===== src/vmx_err_consts.svh =====
// Offsets, field positions, reset values and counts of the error unit.
`ifndef VMX_ERR_CONSTS_SVH
`define VMX_ERR_CONSTS_SVH

// ----------------------------------------------------------------------
// Register byte offsets
// ----------------------------------------------------------------------
`define VE_REG_CTRL 8'h00
`define VE_REG_EXCMAP 8'h04
`define VE_REG_STATUS 8'h08
`define VE_REG_MASK 8'h0C
`define VE_REG_EXITINFO 8'h10
`define VE_REG_ABORTIND 8'h14

// ----------------------------------------------------------------------
// Control register fields
// ----------------------------------------------------------------------
`define VE_CTRL_MCE 0
`define VE_CTRL_ENTRY_RELOAD 1
`define VE_CTRL_EXIT_ABORT 2

// Exception bitmap bit that routes the machine check exception.
`define VE_MC_VECTOR 5'h12

// ----------------------------------------------------------------------
// Status and mask fields
// ----------------------------------------------------------------------
`define VE_ST_ABORT 0
`define VE_ST_SHUTDOWN 1
`define VE_ST_MCDELIVER 2
`define VE_ST_EXITDONE 3
`define VE_ST_MCSEEN 4
`define VE_ST_BITS 5

// ----------------------------------------------------------------------
// Reset values and timing
// ----------------------------------------------------------------------
`define VE_CTRL_RST 32'h0000_0000
`define VE_EXCMAP_RST 32'h0000_0000
`define VE_MASK_RST 32'h0000_0000
`define VE_HOST_LOAD_CYC 4

`endif


===== src/vmx_err_pkg.sv =====
// Types shared by the virtualization error handling unit.
package vmx_err_pkg;

   // Main sequencer states, one-hot.
   typedef enum logic [3:0] {
      ST_IDLE = 4'b0001,
      ST_LOAD = 4'b0010,
      ST_ABORT = 4'b0100,
      ST_SHUT = 4'b1000
   } ve_state_t;

   // Treatment chosen for a recognised machine check.
   typedef enum logic [2:0] {
      ACT_EXC_HOST = 3'h0,
      ACT_EXC_GUEST = 3'h1,
      ACT_SHUT = 3'h2,
      ACT_RELOAD = 3'h3,
      ACT_ABORT = 3'h4,
      ACT_EXIT = 3'h5
   } mc_action_t;

   // Whole state of the main module.
   typedef struct packed {
      ve_state_t st;
      logic [31:0] ctrl;
      logic [31:0] excMap;
      logic [4:0] status;
      logic [4:0] mask;
      logic [15:0] exitReason;
      logic entryFail;
      logic mcEnSampled;
      logic [31:0] abortInd;
      logic [7:0] loadCnt;
      logic ack;
      logic [31:0] datO;
      logic irq;
      logic deliverHost;
      logic deliverGuest;
      logic exitDone;
   } ve_regs_t;

endpackage


===== src/mc_route_decide.sv =====
// Chooses the treatment of a machine check from the current phase.
`timescale 1ns/100ps
`default_nettype none

module mc_route_decide
   import vmx_err_pkg::*;
(
   input wire logic mcEnable,
   input wire logic inVirtInstr,
   input wire logic inVmEntry,
   input wire logic entryGuestLoaded,
   input wire logic entryChecking,
   input wire logic inVmExit,
   input wire logic exitToRoot,
   input wire logic inGuest,
   input wire logic bitmapMcBit,
   input wire logic entryReloadPolicy,
   input wire logic exitAbortPolicy,
   output mc_action_t action
);

   // ----------------------------------------------------------------------
   // Treatment selection
   // ----------------------------------------------------------------------

   // Normal delivery in the current context, or shutdown when disabled outside guest, unless reload, abort or exit is chosen.
   always_comb begin
      if (inVirtInstr) begin
         action = mcEnable ? ACT_EXC_HOST : ACT_SHUT; // see [RULE3]
      end else if (inVmEntry) begin
         if (entryGuestLoaded) begin
            action = ACT_RELOAD; // see [RULE6]
         end else if (entryReloadPolicy) begin
            action = ACT_RELOAD; // see [RULE5]
         end else begin
            // Checking phase prefers delivery by default.
            action = mcEnable ? ACT_EXC_HOST : ACT_SHUT; // see [RULE4] [RULE7]
         end
      end else if (inVmExit) begin
         if (exitAbortPolicy && exitToRoot) begin
            action = ACT_ABORT; // see [RULE9]
         end else begin
            action = mcEnable ? ACT_EXC_GUEST : ACT_SHUT; // see [RULE8]
         end
      end else if (inGuest) begin
         // Any non-root action not yet judged to exit lands here.
         action = bitmapMcBit ? ACT_EXIT : ACT_EXC_GUEST; // see [RULE10] [RULE11]
      end else begin
         action = mcEnable ? ACT_EXC_HOST : ACT_SHUT;
      end
   end

endmodule

`default_nettype wire


===== src/vmx_error_unit.sv =====
// Virtualization transition error and machine check handling unit.
//
// Functional notes
// [RULE1] VM exit loads and checks host state.
// [RULE2] Exit failures and machine checks cause abort.
// [RULE3] Enter/leave instruction: exception or shutdown.
// [RULE4] Entry: host table delivery or shutdown.
// [RULE5] Entry alternative: reload host, entry-failure reason.
// [RULE6] Guest state loaded forces host reload.
// [RULE7] During checks prefer delivery, reload allowed.
// [RULE8] Exit: guest table delivery or shutdown.
// [RULE9] Exit to root may abort, indicator marks check.
// [RULE10] Pre-decision non-root check counts as guest.
// [RULE11] Bitmap bit 12H: guest delivery or exit.
// [RULE12] Monitor treats saved guest state as suspect.
// [RULE13] Monitor parks target in wait-for-startup state.
// [RULE14] Enable bit sampled when check is recognised.
//
// The Wishbone slave port and the register addresses are this design's own decisions.
`timescale 1ns/100ps
`default_nettype none
`include "vmx_err_consts.svh"

module vmx_error_unit
   import vmx_err_pkg::*;
#(
   parameter int HOST_LOAD_CYCLES = `VE_HOST_LOAD_CYC,
   parameter logic [15:0] REASON_MC_EXCEPTION = 16'h0000,
   parameter logic [15:0] REASON_ENTRY_MC = 16'h0001,
   parameter logic [31:0] ABORT_CODE_MSR_STORE = 32'h0000_0001,
   parameter logic [31:0] ABORT_CODE_PAGE_DIR = 32'h0000_0002,
   parameter logic [31:0] ABORT_CODE_CORRUPT = 32'h0000_0003,
   parameter logic [31:0] ABORT_CODE_MSR_LOAD = 32'h0000_0004,
   parameter logic [31:0] ABORT_CODE_MC = 32'h0000_0005
)
(
   input wire logic clk,
   input wire logic rst,
   // Wishbone slave.
   input wire logic cyc_i,
   input wire logic stb_i,
   input wire logic we_i,
   input wire logic [7:0] adr_i,
   input wire logic [3:0] sel_i,
   input wire logic [31:0] dat_i,
   output logic [31:0] dat_o,
   output logic ack_o,
   output logic irq,
   // Processor phase and events.
   input wire logic mcEvent,
   input wire logic inVirtInstr,
   input wire logic inVmEntry,
   input wire logic entryGuestLoaded,
   input wire logic entryChecking,
   input wire logic inVmExit,
   input wire logic exitToRoot,
   input wire logic inGuest,
   input wire logic exitReq,
   input wire logic [15:0] exitReasonIn,
   input wire logic guestMsrStoreFail,
   input wire logic pageDirLoadFail,
   input wire logic hostStateBad,
   input wire logic hostMsrLoadFail,
   // Actions towards the core.
   output logic mcDeliverHost,
   output logic mcDeliverGuest,
   output logic shutdownState,
   output logic hostLoadBusy,
   output logic exitDone,
   output logic [15:0] exitReason,
   output logic entryFailure,
   output logic virtAbort,
   output logic [31:0] abortIndicator
);

   localparam logic [7:0] LOAD_LAST = 8'(HOST_LOAD_CYCLES - 1);

   ve_regs_t r;
   ve_regs_t next_r;
   mc_action_t action;

   // Byte-enable merge of a write into a register.
   function automatic logic [31:0] merge(input logic [31:0] old,
                                         input logic [31:0] wdat,
                                         input logic [3:0] sel);
      logic [31:0] res;
      res = old;
      for (int i = 0; i < 4; i++) begin
         if (sel[i]) begin
            res[i*8 +: 8] = wdat[i*8 +: 8];
         end
      end
      return res;
   endfunction

   // ----------------------------------------------------------------------
   // Treatment decision
   // ----------------------------------------------------------------------

   // The enable bit is read live, so the choice follows its value at the
   // very cycle the check is recognised.
   mc_route_decide u_decide (
      .mcEnable(r.ctrl[`VE_CTRL_MCE]),
      .inVirtInstr(inVirtInstr),
      .inVmEntry(inVmEntry),
      .entryGuestLoaded(entryGuestLoaded),
      .entryChecking(entryChecking),
      .inVmExit(inVmExit),
      .exitToRoot(exitToRoot),
      .inGuest(inGuest),
      .bitmapMcBit(r.excMap[`VE_MC_VECTOR]),
      .entryReloadPolicy(r.ctrl[`VE_CTRL_ENTRY_RELOAD]),
      .exitAbortPolicy(r.ctrl[`VE_CTRL_EXIT_ABORT]),
      .action(action)
   );

   // ----------------------------------------------------------------------
   // Next state
   // ----------------------------------------------------------------------

   always_comb begin
      logic [4:0] set;
      logic [7:0] a;
      set = '0;
      a = {adr_i[7:2], 2'b00};
      next_r = r;
      next_r.ack = 1'b0;
      next_r.deliverHost = 1'b0;
      next_r.deliverGuest = 1'b0;
      next_r.exitDone = 1'b0;

      // Bus access: one answer per request, then ack drops for a cycle.
      if (cyc_i && stb_i && !r.ack) begin
         next_r.ack = 1'b1;
         next_r.datO = 32'h0000_0000;
         if (we_i) begin
            if (a == `VE_REG_CTRL) begin
               next_r.ctrl = merge(r.ctrl, dat_i, sel_i);
            end else if (a == `VE_REG_EXCMAP) begin
               next_r.excMap = merge(r.excMap, dat_i, sel_i);
            end else if (a == `VE_REG_MASK) begin
               next_r.mask = 5'(merge({27'h0, r.mask}, dat_i, sel_i));
            end
         end else begin
            if (a == `VE_REG_CTRL) begin
               next_r.datO = r.ctrl;
            end else if (a == `VE_REG_EXCMAP) begin
               next_r.datO = r.excMap;
            end else if (a == `VE_REG_STATUS) begin
               next_r.datO = {27'h0, r.status};
               next_r.status = '0;
            end else if (a == `VE_REG_MASK) begin
               next_r.datO = {27'h0, r.mask};
            end else if (a == `VE_REG_EXITINFO) begin
               next_r.datO = {r.st, 2'b00, r.mcEnSampled, r.entryFail,
                              8'h00, r.exitReason};
            end else if (a == `VE_REG_ABORTIND) begin
               next_r.datO = r.abortInd;
            end
         end
      end

      // Recognised checks are logged along with the enable they met.
      if (mcEvent) begin
         set[`VE_ST_MCSEEN] = 1'b1;
         next_r.mcEnSampled = r.ctrl[`VE_CTRL_MCE]; // see [RULE14]
      end

      case (r.st)
         ST_IDLE: begin
            if (mcEvent) begin
               case (action)
                  ACT_EXC_HOST: begin
                     next_r.deliverHost = 1'b1; // see [RULE3] [RULE4]
                     set[`VE_ST_MCDELIVER] = 1'b1;
                  end
                  ACT_EXC_GUEST: begin
                     next_r.deliverGuest = 1'b1; // see [RULE8] [RULE11]
                     set[`VE_ST_MCDELIVER] = 1'b1;
                  end
                  ACT_SHUT: begin
                     next_r.st = ST_SHUT;
                     set[`VE_ST_SHUTDOWN] = 1'b1;
                  end
                  ACT_RELOAD: begin
                     next_r.st = ST_LOAD; // see [RULE5] [RULE6]
                     next_r.loadCnt = LOAD_LAST;
                     next_r.exitReason = REASON_ENTRY_MC;
                     next_r.entryFail = 1'b1;
                  end
                  ACT_ABORT: begin
                     next_r.st = ST_ABORT; // see [RULE9]
                     next_r.abortInd = ABORT_CODE_MC;
                     set[`VE_ST_ABORT] = 1'b1;
                  end
                  default: begin
                     // Bitmap routes the check into a VM exit.
                     next_r.st = ST_LOAD; // see [RULE11]
                     next_r.loadCnt = LOAD_LAST;
                     next_r.exitReason = REASON_MC_EXCEPTION;
                     next_r.entryFail = 1'b0;
                  end
               endcase
            end else if (exitReq) begin
               next_r.st = ST_LOAD; // see [RULE1]
               next_r.loadCnt = LOAD_LAST;
               next_r.exitReason = exitReasonIn;
               next_r.entryFail = 1'b0;
            end
         end
         ST_LOAD: begin
            // Host state is loaded and checked; any failure here cannot
            // be reported to software, so the exit turns into an abort.
            if (mcEvent || guestMsrStoreFail || pageDirLoadFail ||
                hostStateBad || hostMsrLoadFail) begin
               next_r.st = ST_ABORT; // see [RULE2]
               set[`VE_ST_ABORT] = 1'b1;
               if (mcEvent) begin
                  next_r.abortInd = ABORT_CODE_MC; // see [RULE9]
               end else if (guestMsrStoreFail) begin
                  next_r.abortInd = ABORT_CODE_MSR_STORE;
               end else if (pageDirLoadFail) begin
                  next_r.abortInd = ABORT_CODE_PAGE_DIR;
               end else if (hostStateBad) begin
                  next_r.abortInd = ABORT_CODE_CORRUPT; // see [RULE1]
               end else begin
                  next_r.abortInd = ABORT_CODE_MSR_LOAD;
               end
            end else if (r.loadCnt == 8'h00) begin
               next_r.st = ST_IDLE;
               next_r.exitDone = 1'b1;
               set[`VE_ST_EXITDONE] = 1'b1;
            end else begin
               next_r.loadCnt = r.loadCnt - 8'h01;
            end
         end
         ST_ABORT: begin
            // Abort blocks every further treatment until reset; checks still set VE_ST_MCSEEN.
            next_r.st = ST_ABORT; // see [RULE9]
         end
         ST_SHUT: begin
            next_r.st = ST_SHUT;
         end
         default: begin
            next_r.st = ST_IDLE;
         end
      endcase

      // Hardware set wins over a clearing read in the same cycle.
      next_r.status = next_r.status | set;
      next_r.irq = |(next_r.status & next_r.mask);
   end

   // ----------------------------------------------------------------------
   // State register
   // ----------------------------------------------------------------------

   always_ff @(posedge clk) begin
      if (rst) begin
         r.st <= ST_IDLE;
         r.ctrl <= `VE_CTRL_RST;
         r.excMap <= `VE_EXCMAP_RST;
         r.status <= '0;
         r.mask <= 5'(`VE_MASK_RST);
         r.exitReason <= 16'h0000;
         r.entryFail <= 1'b0;
         r.mcEnSampled <= 1'b0;
         r.abortInd <= 32'h0000_0000;
         r.loadCnt <= 8'h00;
         r.ack <= 1'b0;
         r.datO <= 32'h0000_0000;
         r.irq <= 1'b0;
         r.deliverHost <= 1'b0;
         r.deliverGuest <= 1'b0;
         r.exitDone <= 1'b0;
      end else begin
         r <= next_r;
      end
   end

   // ----------------------------------------------------------------------
   // Outputs, all straight from the state register
   // ----------------------------------------------------------------------

   assign dat_o = r.datO;
   assign ack_o = r.ack;
   assign irq = r.irq;
   assign mcDeliverHost = r.deliverHost;
   assign mcDeliverGuest = r.deliverGuest;
   assign shutdownState = (r.st == ST_SHUT);
   assign hostLoadBusy = (r.st == ST_LOAD);
   assign exitDone = r.exitDone;
   assign exitReason = r.exitReason;
   assign entryFailure = r.entryFail;
   assign virtAbort = (r.st == ST_ABORT);
   assign abortIndicator = r.abortInd;

endmodule

`default_nettype wire


===== config.mk =====
export PLATFORM = sky130hd
export DESIGN_NAME = vmx_error_unit
export DESIGN_NICKNAME = d
export VERILOG_FILES = /design/src/vmx_err_pkg.sv /design/src/mc_route_decide.sv /design/src/vmx_error_unit.sv
export VERILOG_INCLUDE_DIRS = /design/src
export SDC_FILE = /design/constraint.sdc
export NUM_CORES = 1
export LEC_CHECK = 0
export BUFFER_PORTS_ARGS = -buffer_cell sky130_fd_sc_hd__clkbuf_2
export CAP_MARGIN = 30
export CORE_AREA = 2 2 126 128
export DETAILED_ROUTE_END_ITERATION = 8
export DIE_AREA = 0 0 128 130
export PLACE_DENSITY = 0.71
export SETUP_SLACK_MARGIN = 0.02
export SYNTH_ARGS = -nofsm -noshare
export SYNTH_HDL_FRONTEND = slang
export SYNTH_SLANG_ARGS = --single-unit
export TNS_END_PERCENT = 100

===== constraint.sdc =====
create_clock -name clk -period 2.7 [get_ports clk]
set_input_delay 0.54 -clock clk [delete_from_list [all_inputs] [get_ports clk]]
set_output_delay 0.54 -clock clk [all_outputs]
set_load 0.02 [all_outputs]

==> summary.txt, run 1 <==
Routing
  – Number of vias in the routed layout: 5,749
  – Drc violations: 0
  – Pre-antenna DRT Iters: 4
  – DRT iter0 DRCs: 443
  – Count of nets left with antenna violations after detail routing: 0
  – Post-detailed-routing wire length: 16,900 um
  – Drt wl/cell: 15.5 um
  – Routed via count divided by cell count: 5.27

Finish
  – Non-filler cells, final: 1,091
  – Proportion of layout cells with a drive suffix above 1: 25.0%
  – Synth-to-layout area growth: 16.8%
  – Total inserted antenna cells: 0
  – Nets@finish: 967
  – Cell area after layout: 7880 um2
  – Filler cell count in the final layout: 1,495

Global route
  – Initial antenna violation count: 0
  – Number of global-route vias before repair: 5,361
  – First-pass GRT wire length: 26,900 um
  – Grt ovf: 0
  – Maximum number of pins on one net before global-route repair: 70
  – Global-route total usage across every layer: 20.5%

Setup path
  – Arrival time worst endpoint: 1730 ps
  – Buffers & Inverters on Critical Path: 2
  – Highest cell delay on the worst timing path: 720 ps
  – Crit-path cells: or4b_2 -> inv_1 -> clkbuf_2
  – Worst reg-to-reg path cell count: 8
  – Capture instance of the worst register-to-register path: exitReason[5]
  – Slack of the worst reg-to-reg path: 450 ps
  – CP startpoint kind: flop
  – Master of the slowest instance on the critical path: or4b_2
  – Startpoint of the most critical register-to-register path: r[139]
  – Critical Path End Type: output pin
  – Setup CP Type: reg2out
  – Required time worst endpoint: 2160 ps
  – Critical path's top delay family: simple AND/OR/NAND/NOR gates
  – Highest fanout seen on the critical path: 6

Min path
  – Hold path endpoint: exitReason[8]
  – Type of the worst min-delay path: in2reg
  – Launch point of the worst hold path: exitReasonIn[8]
  – Worst Hold Depth: 2

Yosys
  – Synth area leader: dfxtp_1
  – Count leader, synth: dfxtp_1
  – Cell types occupying the most area after synthesis: dfxtp_1 43%, buf_4 9.0%, a21oi_1 5.6%
  – Leading cell types by count after synthesis: 144 x dfxtp_1, 85 x nand2_1, 81 x buf_4
  – Most common flop cell mapped by yosys: dfxtp_1
  – Synthesized area: 6750 um2
  – Flops & latches, synth: 144
  – Yosys Warn Count: 0
  – Mean instance size in the synthesized netlist: 8.47 um2
  – Area fraction of the dominant cell type after synthesis: 42.7%
  – Fraction of registers with async set/reset: 0%
  – Sequential area share after synthesis: 42.7%
  – Synthesized instance count: 797
  – Number of flops mapped to enable cells by yosys: 0
  – Count of unique library cells instantiated by Yosys: 58

Floorplan
  – I/O Pins: 167
  – Floorplan die height: 130 um
  – Full die area: 16,600 um2
  – Initial cell density of the core: 43.8%
  – Std-Cell Core Area: 15,400 um2
  – Floorplan row count: 46
  – Die width: 128 um

STA
  – Final hold viol count: 0
  – Transition time of the tightest slew-check pin: 730 ps
  – Crit share post-route: 84.1%
  – Upper clock frequency limit: 440 MHz
  – Max Clock Skew: 7.06 ps
  – RSZ-0062 raised after global routing: false
  – Sum of negative setup slack: 0 ps
  – Max-slew headroom at the worst pin: 51.3%
  – Minimum clock period after layout: 2270 ps
  – Final Slew Violations: 0
  – Finish-stage setup viols: 0
  – Setup slack of the critical path after layout: 429 ps

Placed design
  – Placed cells: 1,061
  – HPWL Detailed: 12,000 um
  – Port Buffers: 134
  – Cell area after placement: 7300 um2
  – Pre-CTS setup slack: 36.8 ps
  – Weighted congestion reported at the end of routability-driven placement: 0.835

Clock tree
  – CTS Sinks: 144
  – CTS max path bufs: 2
  – CTS H-tree lvls: 4
  – Hold-fix buffers at CTS: 0
  – Post-cts resize count: 0
  – Root Buffer: clkbuf_16
  – TritonCTS clock tree: yes
  – Clock insertion delay at the later pin of the skew report: 420 ps
  – Clock Pin Slew Worst Setup and Hold Paths: 60 ps
  – Number of clock buffers inserted by TritonCTS: 17
  – Post-CTS Repair Setup Buffers: 0

Power and ir drop
  – Total power per unit cell area: 639 nW/um2
  – Peak supply drop: 0.445 mV
  – Sum of internal, switching and leakage power: 5.04 mW
  – Static leakage: 3.26 nW

Run status
  – Outcome: finished clean

Run
  – Max-capacitance violation count: 0
-- cell usage in the layout (no fill, tap or decap), drive strengths merged, types with 12 or more instances in the layout --
cell type,count
a22oi,31
clkbuf,154
a22o,15
nand2b,12
nor2,72
o21ai,21
conb,29
a21oi,76
mux2i,36
nor3,12
nand3,61
nor4,13
dfxtp,144
nand2,85
buf,40
-- routing by layer --
layer,GRT usage [%],share of wire (%),vias to the layer above
met2,33.6,48,171
li1,-,-,2870
met5,0,0,-
met3,5.74,6.5,17
met1,26.3,44,2691
met4,6.40,1.4,0
-- how the worst max path moves through the flow --
stage,from,end,cells past startpoint
after floorplan,adr_i[5],irq,7
after global routing,adr_i[4],r[136],9
after detailed placement,adr_i[5],irq,8
after global placement,inVmExit,exitReason[13],7
final,r[172],virtAbort,3
after CTS,r[172],virtAbort,3
-- layout make-up --
cell class	instances	area (um2)	share of cell area (%)
clock buffers	21	470	5.97
clock inverters	9	109	1.38
inverters	10	37.5	0.476
multi-input cells	542	3170	40.2
flip-flops and latches	144	2880	36.6
well taps	192	240	3.05
repair buffers	173	978	12.4
-- flip-flops by register name, summed over array words and instances (netlist names) --
name and cells:
exitDone 1, irq 1, r 87, mcDeliverGuest 1, ack_o 1, entryFailure 1, exitReason 16, abortIndicator 3
mcDeliverHost 1, dat_o 32
-- per-stage QoR --
stage | hold slack, ps | util, %
2_1_floorplan | 431 | -
3_3_place_gp | 441 | 47.3
3_5_place_dp | 446 | 47.4
4_1_cts | 314 | 51.1
5_1_grt | 323 | 51.1
6_report | 323 | 51.1
-- cell families after synthesis --
kind of cell	Yosys count	synth area share, %
simple gates	293	20.9
compound gates	166	15.7
flops	144	42.7
buf+inv	139	12.5
mux	47	7.23
xor+xnor	6	0.779
fa+ha+maj	1	0.185
other cells	1	0.0556
-- report_power, final --
group	total (mW)	internal, mW	switching [mW]	leakage (nW)
Combinational	0.496	0.179	0.317	1.83
Sequential	2.21	2.17	0.0433	1.16
Clock	2.33	1.42	0.908	0.273
Total	5.04	3.77	1.27	3.26
(Power assumes the default switching activity.)
==> run 2: changes to the inputs <==
--- a/config.mk
+++ b/config.mk
@@ -6,12 +6,13 @@
 export SDC_FILE = /design/constraint.sdc
 export NUM_CORES = 1
 export LEC_CHECK = 0
+export ABC_AREA = 1
 export BUFFER_PORTS_ARGS = -buffer_cell sky130_fd_sc_hd__clkbuf_2
 export CAP_MARGIN = 30
-export CORE_AREA = 2 2 126 128
+export CORE_AREA = 2 2 128 130
 export DETAILED_ROUTE_END_ITERATION = 8
-export DIE_AREA = 0 0 128 130
-export PLACE_DENSITY = 0.71
+export DIE_AREA = 0 0 130 132
+export PLACE_DENSITY = 0.68
 export SETUP_SLACK_MARGIN = 0.02
 export SYNTH_ARGS = -nofsm -noshare
 export SYNTH_HDL_FRONTEND = slang
==> constraint.sdc (replaced) <==
create_clock -name clk -period 2.35 [get_ports clk]
set_input_delay 0.47 -clock clk [delete_from_list [all_inputs] [get_ports clk]]
set_output_delay 0.47 -clock clk [all_outputs]
set_load 0.02 [all_outputs]
==> run 2 against run 1 <==
Cell count increased by 18%; sequential share of layout area decreased by 0.71 points; via count increased by 11%; highest routed layer is now met5; area after synthesis increased by 3.5%; synthesized cell count increased by 23%; hold slack got worse by 31 ps; critical path depth increased by 1; wire length increased by 9.0%; global-route usage increased by 1.2 points; power increased by 36%; clock power increased by 20%.
==> summary.txt, run 2 <==
Finish
  – Most common cell after layout, fill and taps aside: nand2_1
  – Highest-count cells in the layout ignoring fill and taps: 172 x nand2_1, 149 x nor2_1, 144 x dfxtp_1
  – Max FFs per register: 87
  – Total inserted antenna cells: 0
  – Proportion of layout cells with a drive suffix above 1: 19.1%
  – Filler cell count in the final layout: 1,572
  – Register bank with the most flops: r
  – Nets@finish: 1,140
  – Synth-to-layout area growth: 15.1%
  – Final core utilization: 51.2%

STA
  – Minimum clock period after layout: 1990 ps
  – Max-slew headroom at the worst pin: 62.4%
  – Final hold viol count: 0
  – Final Slew Violations: 0
  – Crit share post-route: 84.7%
  – Upper clock frequency limit: 502 MHz
  – RSZ-0062 raised after global routing: false
  – Max Clock Skew: 9.81 ps
  – Transition time of the tightest slew-check pin: 562 ps
  – Sum of negative setup slack: 0 ps
  – Finish-stage setup viols: 0

Clock tree
  – CTS max path bufs: 2
  – Post-cts resize count: 0
  – CTS Sinks: 144
  – Clock insertion delay at the later pin of the skew report: 430 ps
  – TritonCTS clock tree: yes
  – CTS H-tree lvls: 4
  – Post-CTS Repair Setup Buffers: 0
  – Number of clock buffers inserted by TritonCTS: 17
  – Clock Pin Slew Worst Setup and Hold Paths: 60 ps
  – Hold-fix buffers at CTS: 0
  – Root Buffer: clkbuf_16

Routing
  – Routed via count divided by cell count: 4.96
  – Count of nets left with antenna violations after detail routing: 0
  – Pre-antenna DRT Iters: 5
  – Number of vias in the routed layout: 6,402
  – Drt wl/cell: 14.3 um
  – Post-detailed-routing wire length: 18,400 um
  – DRT iter0 DRCs: 370
  – Drc violations: 0

Yosys
  – Mean instance size in the synthesized netlist: 7.11 um2
  – Flops & latches, synth: 144
  – Cell types occupying the most area after synthesis: dfxtp_1 41%, nand2_1 9.2%, buf_4 8.6%
  – Sequential area share after synthesis: 41.3%
  – Leading cell types by count after synthesis: 172 x nand2_1, 149 x nor2_1, 144 x dfxtp_1
  – Number of flops mapped to enable cells by yosys: 0
  – Synthesized area: 6990 um2
  – Most common flop cell mapped by yosys: dfxtp_1
  – Yosys Warn Count: 0
  – Fraction of registers with async set/reset: 0%
  – Count of unique library cells instantiated by Yosys: 36
  – Count leader, synth: nand2_1
  – Synthesized instance count: 982
  – Synth area leader: dfxtp_1
  – Area fraction of the dominant cell type after synthesis: 41.3%

Global route
  – First-pass GRT wire length: 29,100 um
  – Grt ovf: 0
  – Initial antenna violation count: 1
  – Maximum number of pins on one net before global-route repair: 82
  – Global-route total usage across every layer: 21.6%
  – Number of global-route vias before repair: 5,852

Floorplan
  – I/O Pins: 167
  – Full die area: 17,200 um2
  – Floorplan row count: 46
  – Die width: 130 um
  – Initial cell density of the core: 44.5%
  – Floorplan die height: 132 um
  – Std-Cell Core Area: 15,700 um2

Run
  – Max-capacitance violation count: 0

Placed design
  – Port Buffers: 134
  – HPWL Detailed: 13,200 um
  – Weighted congestion reported at the end of routability-driven placement: 0.842

Setup path
  – Startpoint of the most critical register-to-register path: ack_o
  – Arrival time worst endpoint: 1520 ps
  – CP startpoint kind: flop
  – Highest fanout seen on the critical path: 3
  – Worst reg-to-reg path cell count: 8
  – Setup CP Type: reg2out
  – Required time worst endpoint: 1880 ps
  – Capture instance of the worst register-to-register path: r[168]
  – Critical Path End Type: output pin
  – Slack of the worst reg-to-reg path: 400 ps

Power and ir drop
  – Total power per unit cell area: 855 nW/um2
  – Static leakage: 3.47 nW
  – Peak supply drop: 0.606 mV

Min path
  – Type of the worst min-delay path: in2reg
  – Hold path endpoint: r[166]
  – Worst Hold Depth: 3
  – Launch point of the worst hold path: dat_i[29]

Run status
  – Outcome: finished clean
-- run 2: changes by cell type after synthesis, sizes merged, moves of 12 or more --
cell | previous run | this run
nor4 | 13 | 0
inv | 10 | 78
clkbuf | 39 | 26
nand2 | 85 | 175
nor3 | 12 | 27
nor2 | 72 | 156
o211ai | 1 | 19
a22oi | 31 | 0
nand2b | 12 | 0
o21ai | 21 | 57
a22o | 15 | 0
a211oi | 3 | 18
mux2i | 36 | 0
nand3 | 61 | 75
-- run 2: final cells by class --
class | instances | area, um2 | area share [%]
clock buffers | 21 | 480 | 5.98
repair buffers | 154 | 846 | 10.5
multi-input cells | 663 | 3120 | 38.8
flip-flops and latches | 144 | 2880 | 35.9
clock inverters | 11 | 135 | 1.68
inverters | 81 | 304 | 3.78
well taps | 216 | 270 | 3.36
-- run 2: cell families (layout without fill, tap and decap cells) --
| logic type | after synthesis | in the layout | synth area share, % |
|---|---|---|---|
| xor+xnor | 6 | 6 | 0.752 |
| other cells | 1 | 29 | 0.0537 |
| compound gates | 189 | 189 | 15.5 |
| flops | 144 | 144 | 41.3 |
| simple gates | 438 | 438 | 26.7 |
| buf+inv | 203 | 267 | 15.6 |
| fa+ha+maj | 1 | 1 | 0.179 |
-- run 2: where the power goes --
group | internal, mW | switching (mW)
registers | 2.59 | 0.132
clock network | 1.77 | 1.02
logic | 0.438 | 0.916
-- run 2: worst max path at each step --
stage                     to  slack, ps  startpoint
6_report       shutdownState        360      r[169]
2_1_floorplan         r[135]        650    adr_i[5]
3_3_place_gp          r[116]        180    adr_i[5]
4_1_cts        shutdownState        340      r[169]
3_5_place_dp          r[120]        140    adr_i[5]
5_1_grt               r[165]        160       ack_o
-- run 2: routing by layer --
layer | routed length [um] | GRT usage [%]
met2 | 8660 | 35.2
met3 | 1240 | 5.88
met4 | 344 | 6.87
met5 | 13 | 0
met1 | 8130 | 27.7
-- run 2: critical path, cell delays in order (launching register included) --
cell and delay [ps]:
dfxtp_1 340, nor2_1 110, inv_1 60, nor3_1 330
clkbuf_2 250
-- run 2: stage by stage --
stage	total power, mW	hold WS, ps	instance area [um2]	worst slack, ps	instances
floorplan	3.87	424	7090	653	1010
global placement	4.11	432	7420	181	1258
detailed placement	4.12	438	7420	143	1258
CTS	6.93	285	8040	343	1290
global route	7.20	289	8040	164	1290
finish	6.87	292	8040	360	1290
==> run 3: changes to the inputs <==
--- a/config.mk
+++ b/config.mk
@@ -6,13 +6,13 @@
 export SDC_FILE = /design/constraint.sdc
 export NUM_CORES = 1
 export LEC_CHECK = 0
-export ABC_AREA = 1
+export ABC_AREA = 0
 export BUFFER_PORTS_ARGS = -buffer_cell sky130_fd_sc_hd__clkbuf_2
 export CAP_MARGIN = 30
-export CORE_AREA = 2 2 128 130
+export CORE_AREA = 2 2 126 128
 export DETAILED_ROUTE_END_ITERATION = 8
-export DIE_AREA = 0 0 130 132
-export PLACE_DENSITY = 0.68
+export DIE_AREA = 0 0 128 130
+export PLACE_DENSITY = 0.71
 export SETUP_SLACK_MARGIN = 0.02
 export SYNTH_ARGS = -nofsm -noshare
 export SYNTH_HDL_FRONTEND = slang
==> constraint.sdc (replaced) <==
create_clock -name clk -period 1.7 [get_ports clk]
set_input_delay 0.34 -clock clk [delete_from_list [all_inputs] [get_ports clk]]
set_output_delay 0.34 -clock clk [all_outputs]
set_load 0.02 [all_outputs]
==> run 3 against run 2 <==
The run now ends with setup timing left; sequential cell count unchanged; core utilization is 9.5 points higher; critical path type is now in2reg; critical path depth increased by 4.
==> summary.txt, run 3 (synthesis gave the netlist of run 1 again) <==
Run status
  – Outcome: complete, but fails checks
  – Violations in the final reports: setup timing

STA
  – Upper clock frequency limit: 490 MHz
  – Max-slew headroom at the worst pin: 61.8%
  – Crit share post-route: 120%
  – Max Clock Skew: 6.80 ps
  – Minimum clock period after layout: 2040 ps
  – Sum of negative setup slack: -11,890 ps
  – Final hold viol count: 0
  – Setup slack of the critical path after layout: -341 ps
  – Finish-stage setup viols: 87
  – RSZ-0062 raised after global routing: true
  – Final Slew Violations: 0
  – Transition time of the tightest slew-check pin: 573 ps

Routing
  – Drt wl/cell: 16.7 um
  – Post-detailed-routing wire length: 19,500 um
  – DRT iter0 DRCs: 400
  – Pre-antenna DRT Iters: 6
  – Count of nets left with antenna violations after detail routing: 0
  – Number of vias in the routed layout: 6,162
  – Drc violations: 0
  – Routed via count divided by cell count: 5.30

Global route
  – First-pass GRT wire length: 28,300 um
  – Initial antenna violation count: 0
  – Global-route total usage across every layer: 21.6%
  – Number of global-route vias before repair: 5,596
  – Maximum number of pins on one net before global-route repair: 54
  – Grt ovf: 0

Clock tree
  – Root Buffer: clkbuf_16
  – Clock insertion delay at the later pin of the skew report: 420 ps
  – CTS max path bufs: 2
  – TritonCTS clock tree: yes
  – CTS Sinks: 144
  – Clock Pin Slew Worst Setup and Hold Paths: 60 ps
  – Number of clock buffers inserted by TritonCTS: 17
  – Hold-fix buffers at CTS: 0
  – CTS H-tree lvls: 4

Setup path
  – Startpoint of the most critical register-to-register path: ack_o
  – Crit path from: adr_i[5]
  – CP startpoint kind: primary input
  – Arrival time worst endpoint: 2340 ps
  – Required time worst endpoint: 2000 ps
  – Critical Path End Type: flop
  – Setup CP Type: in2reg
  – Highest fanout seen on the critical path: 3

Placed design
  – Placed cells: 1,107
  – Pre-CTS setup slack: -734 ps
  – Weighted congestion reported at the end of routability-driven placement: 0.823
  – HPWL Detailed: 12,700 um
  – Port Buffers: 134

Finish
  – Max FFs per register: 87
  – Nets@finish: 1,037
  – Register bank with the most flops: r
  – Multi-input gate area in the final layout: 3750 um2
  – Most common cell after layout, fill and taps aside: dfxtp_1
  – Filler cell count in the final layout: 1,270
  – Synth-to-layout area growth: 38.6%
  – Area taken by flip-flops and latches: 2900 um2
  – Total inserted antenna cells: 0
  – Non-filler cells, final: 1,162
  – Proportion of layout cells with a drive suffix above 1: 42.4%
  – Highest-count cells in the layout ignoring fill and taps: 138 x dfxtp_1, 130 x clkbuf_2, 76 x buf_4

Power and ir drop
  – Static leakage: 3.83 nW
  – Peak supply drop: 0.830 mV
  – Sum of internal, switching and leakage power: 8.60 mW
  – Total power per unit cell area: 919 nW/um2

Min path
  – Type of the worst min-delay path: in2reg
  – Launch point of the worst hold path: exitReasonIn[9]

Floorplan
  – Floorplan row count: 46
  – Die width: 128 um
  – Full die area: 16,600 um2
  – Initial cell density of the core: 43.8%
  – I/O Pins: 167
  – Floorplan die height: 130 um
  – Std-Cell Core Area: 15,400 um2

Run
  – Max-capacitance violation count: 0
==> run 3: final timing paths <==
path / depth (start not counted) / endpoint / slack [ps]
max: 8 / irq / -340
min: 2 / exitReason[9] / 120
max reg2reg: 7 / irq / -320
min reg2reg: 2 / dat_o[1] / 450
==> run 3: worst max-delay path, stage by stage <==
cell	delay [ps]
clkbuf_2	90
or4_4	540
or4_4	560
buf_4	180
mux2i_2	200
a21o_1	110
a21oi_1	50
a221o_1	280
==> run 3: metrics by stage <==
stage               util (%)  hold slack [ps]  cell area (um2)
floorplan                  -              431             7000
global placement        50.6              440             7800
detailed placement      50.6              444             7800
CTS                     56.4              114             8700
global route            60.7              117             9360
finish                  60.7              124             9360
==> run 3: routing by layer <==
metal	vias to the layer above	routed length, um	track usage (%)
li1	3012	-	-
met3	20	1020	5.37
met4	0	267	7.69
met1	2957	8300	27.4
met5	-	0	0
met2	173	9870	36.1
==> run 3: final cells by class <==
class / count / area share, %
clock buffers: 21 / 5.03
clock inverters: 10 / 1.70
inverters: 10 / 0.401
multi-input cells: 542 / 40.0
flip-flops and latches: 144 / 31.0
well taps: 192 / 2.57
repair buffers: 243 / 19.3
==> run 3: where the power goes <==
part	internal [mW]	switching, mW
logic	0.461	0.635
registers	3.45	0.0645
clock network	2.56	1.43
total	6.47	2.13
==> run 3: repair_timing <==
action / CTS / global route
endpoints found under the setup margin: 101 / 105
hold endpoints to repair: 0 / 0
setup buffers: 13 / 13
cloned: 1 / 3
pin swaps: 9 / 69
gates resized for setup: 47 / 128
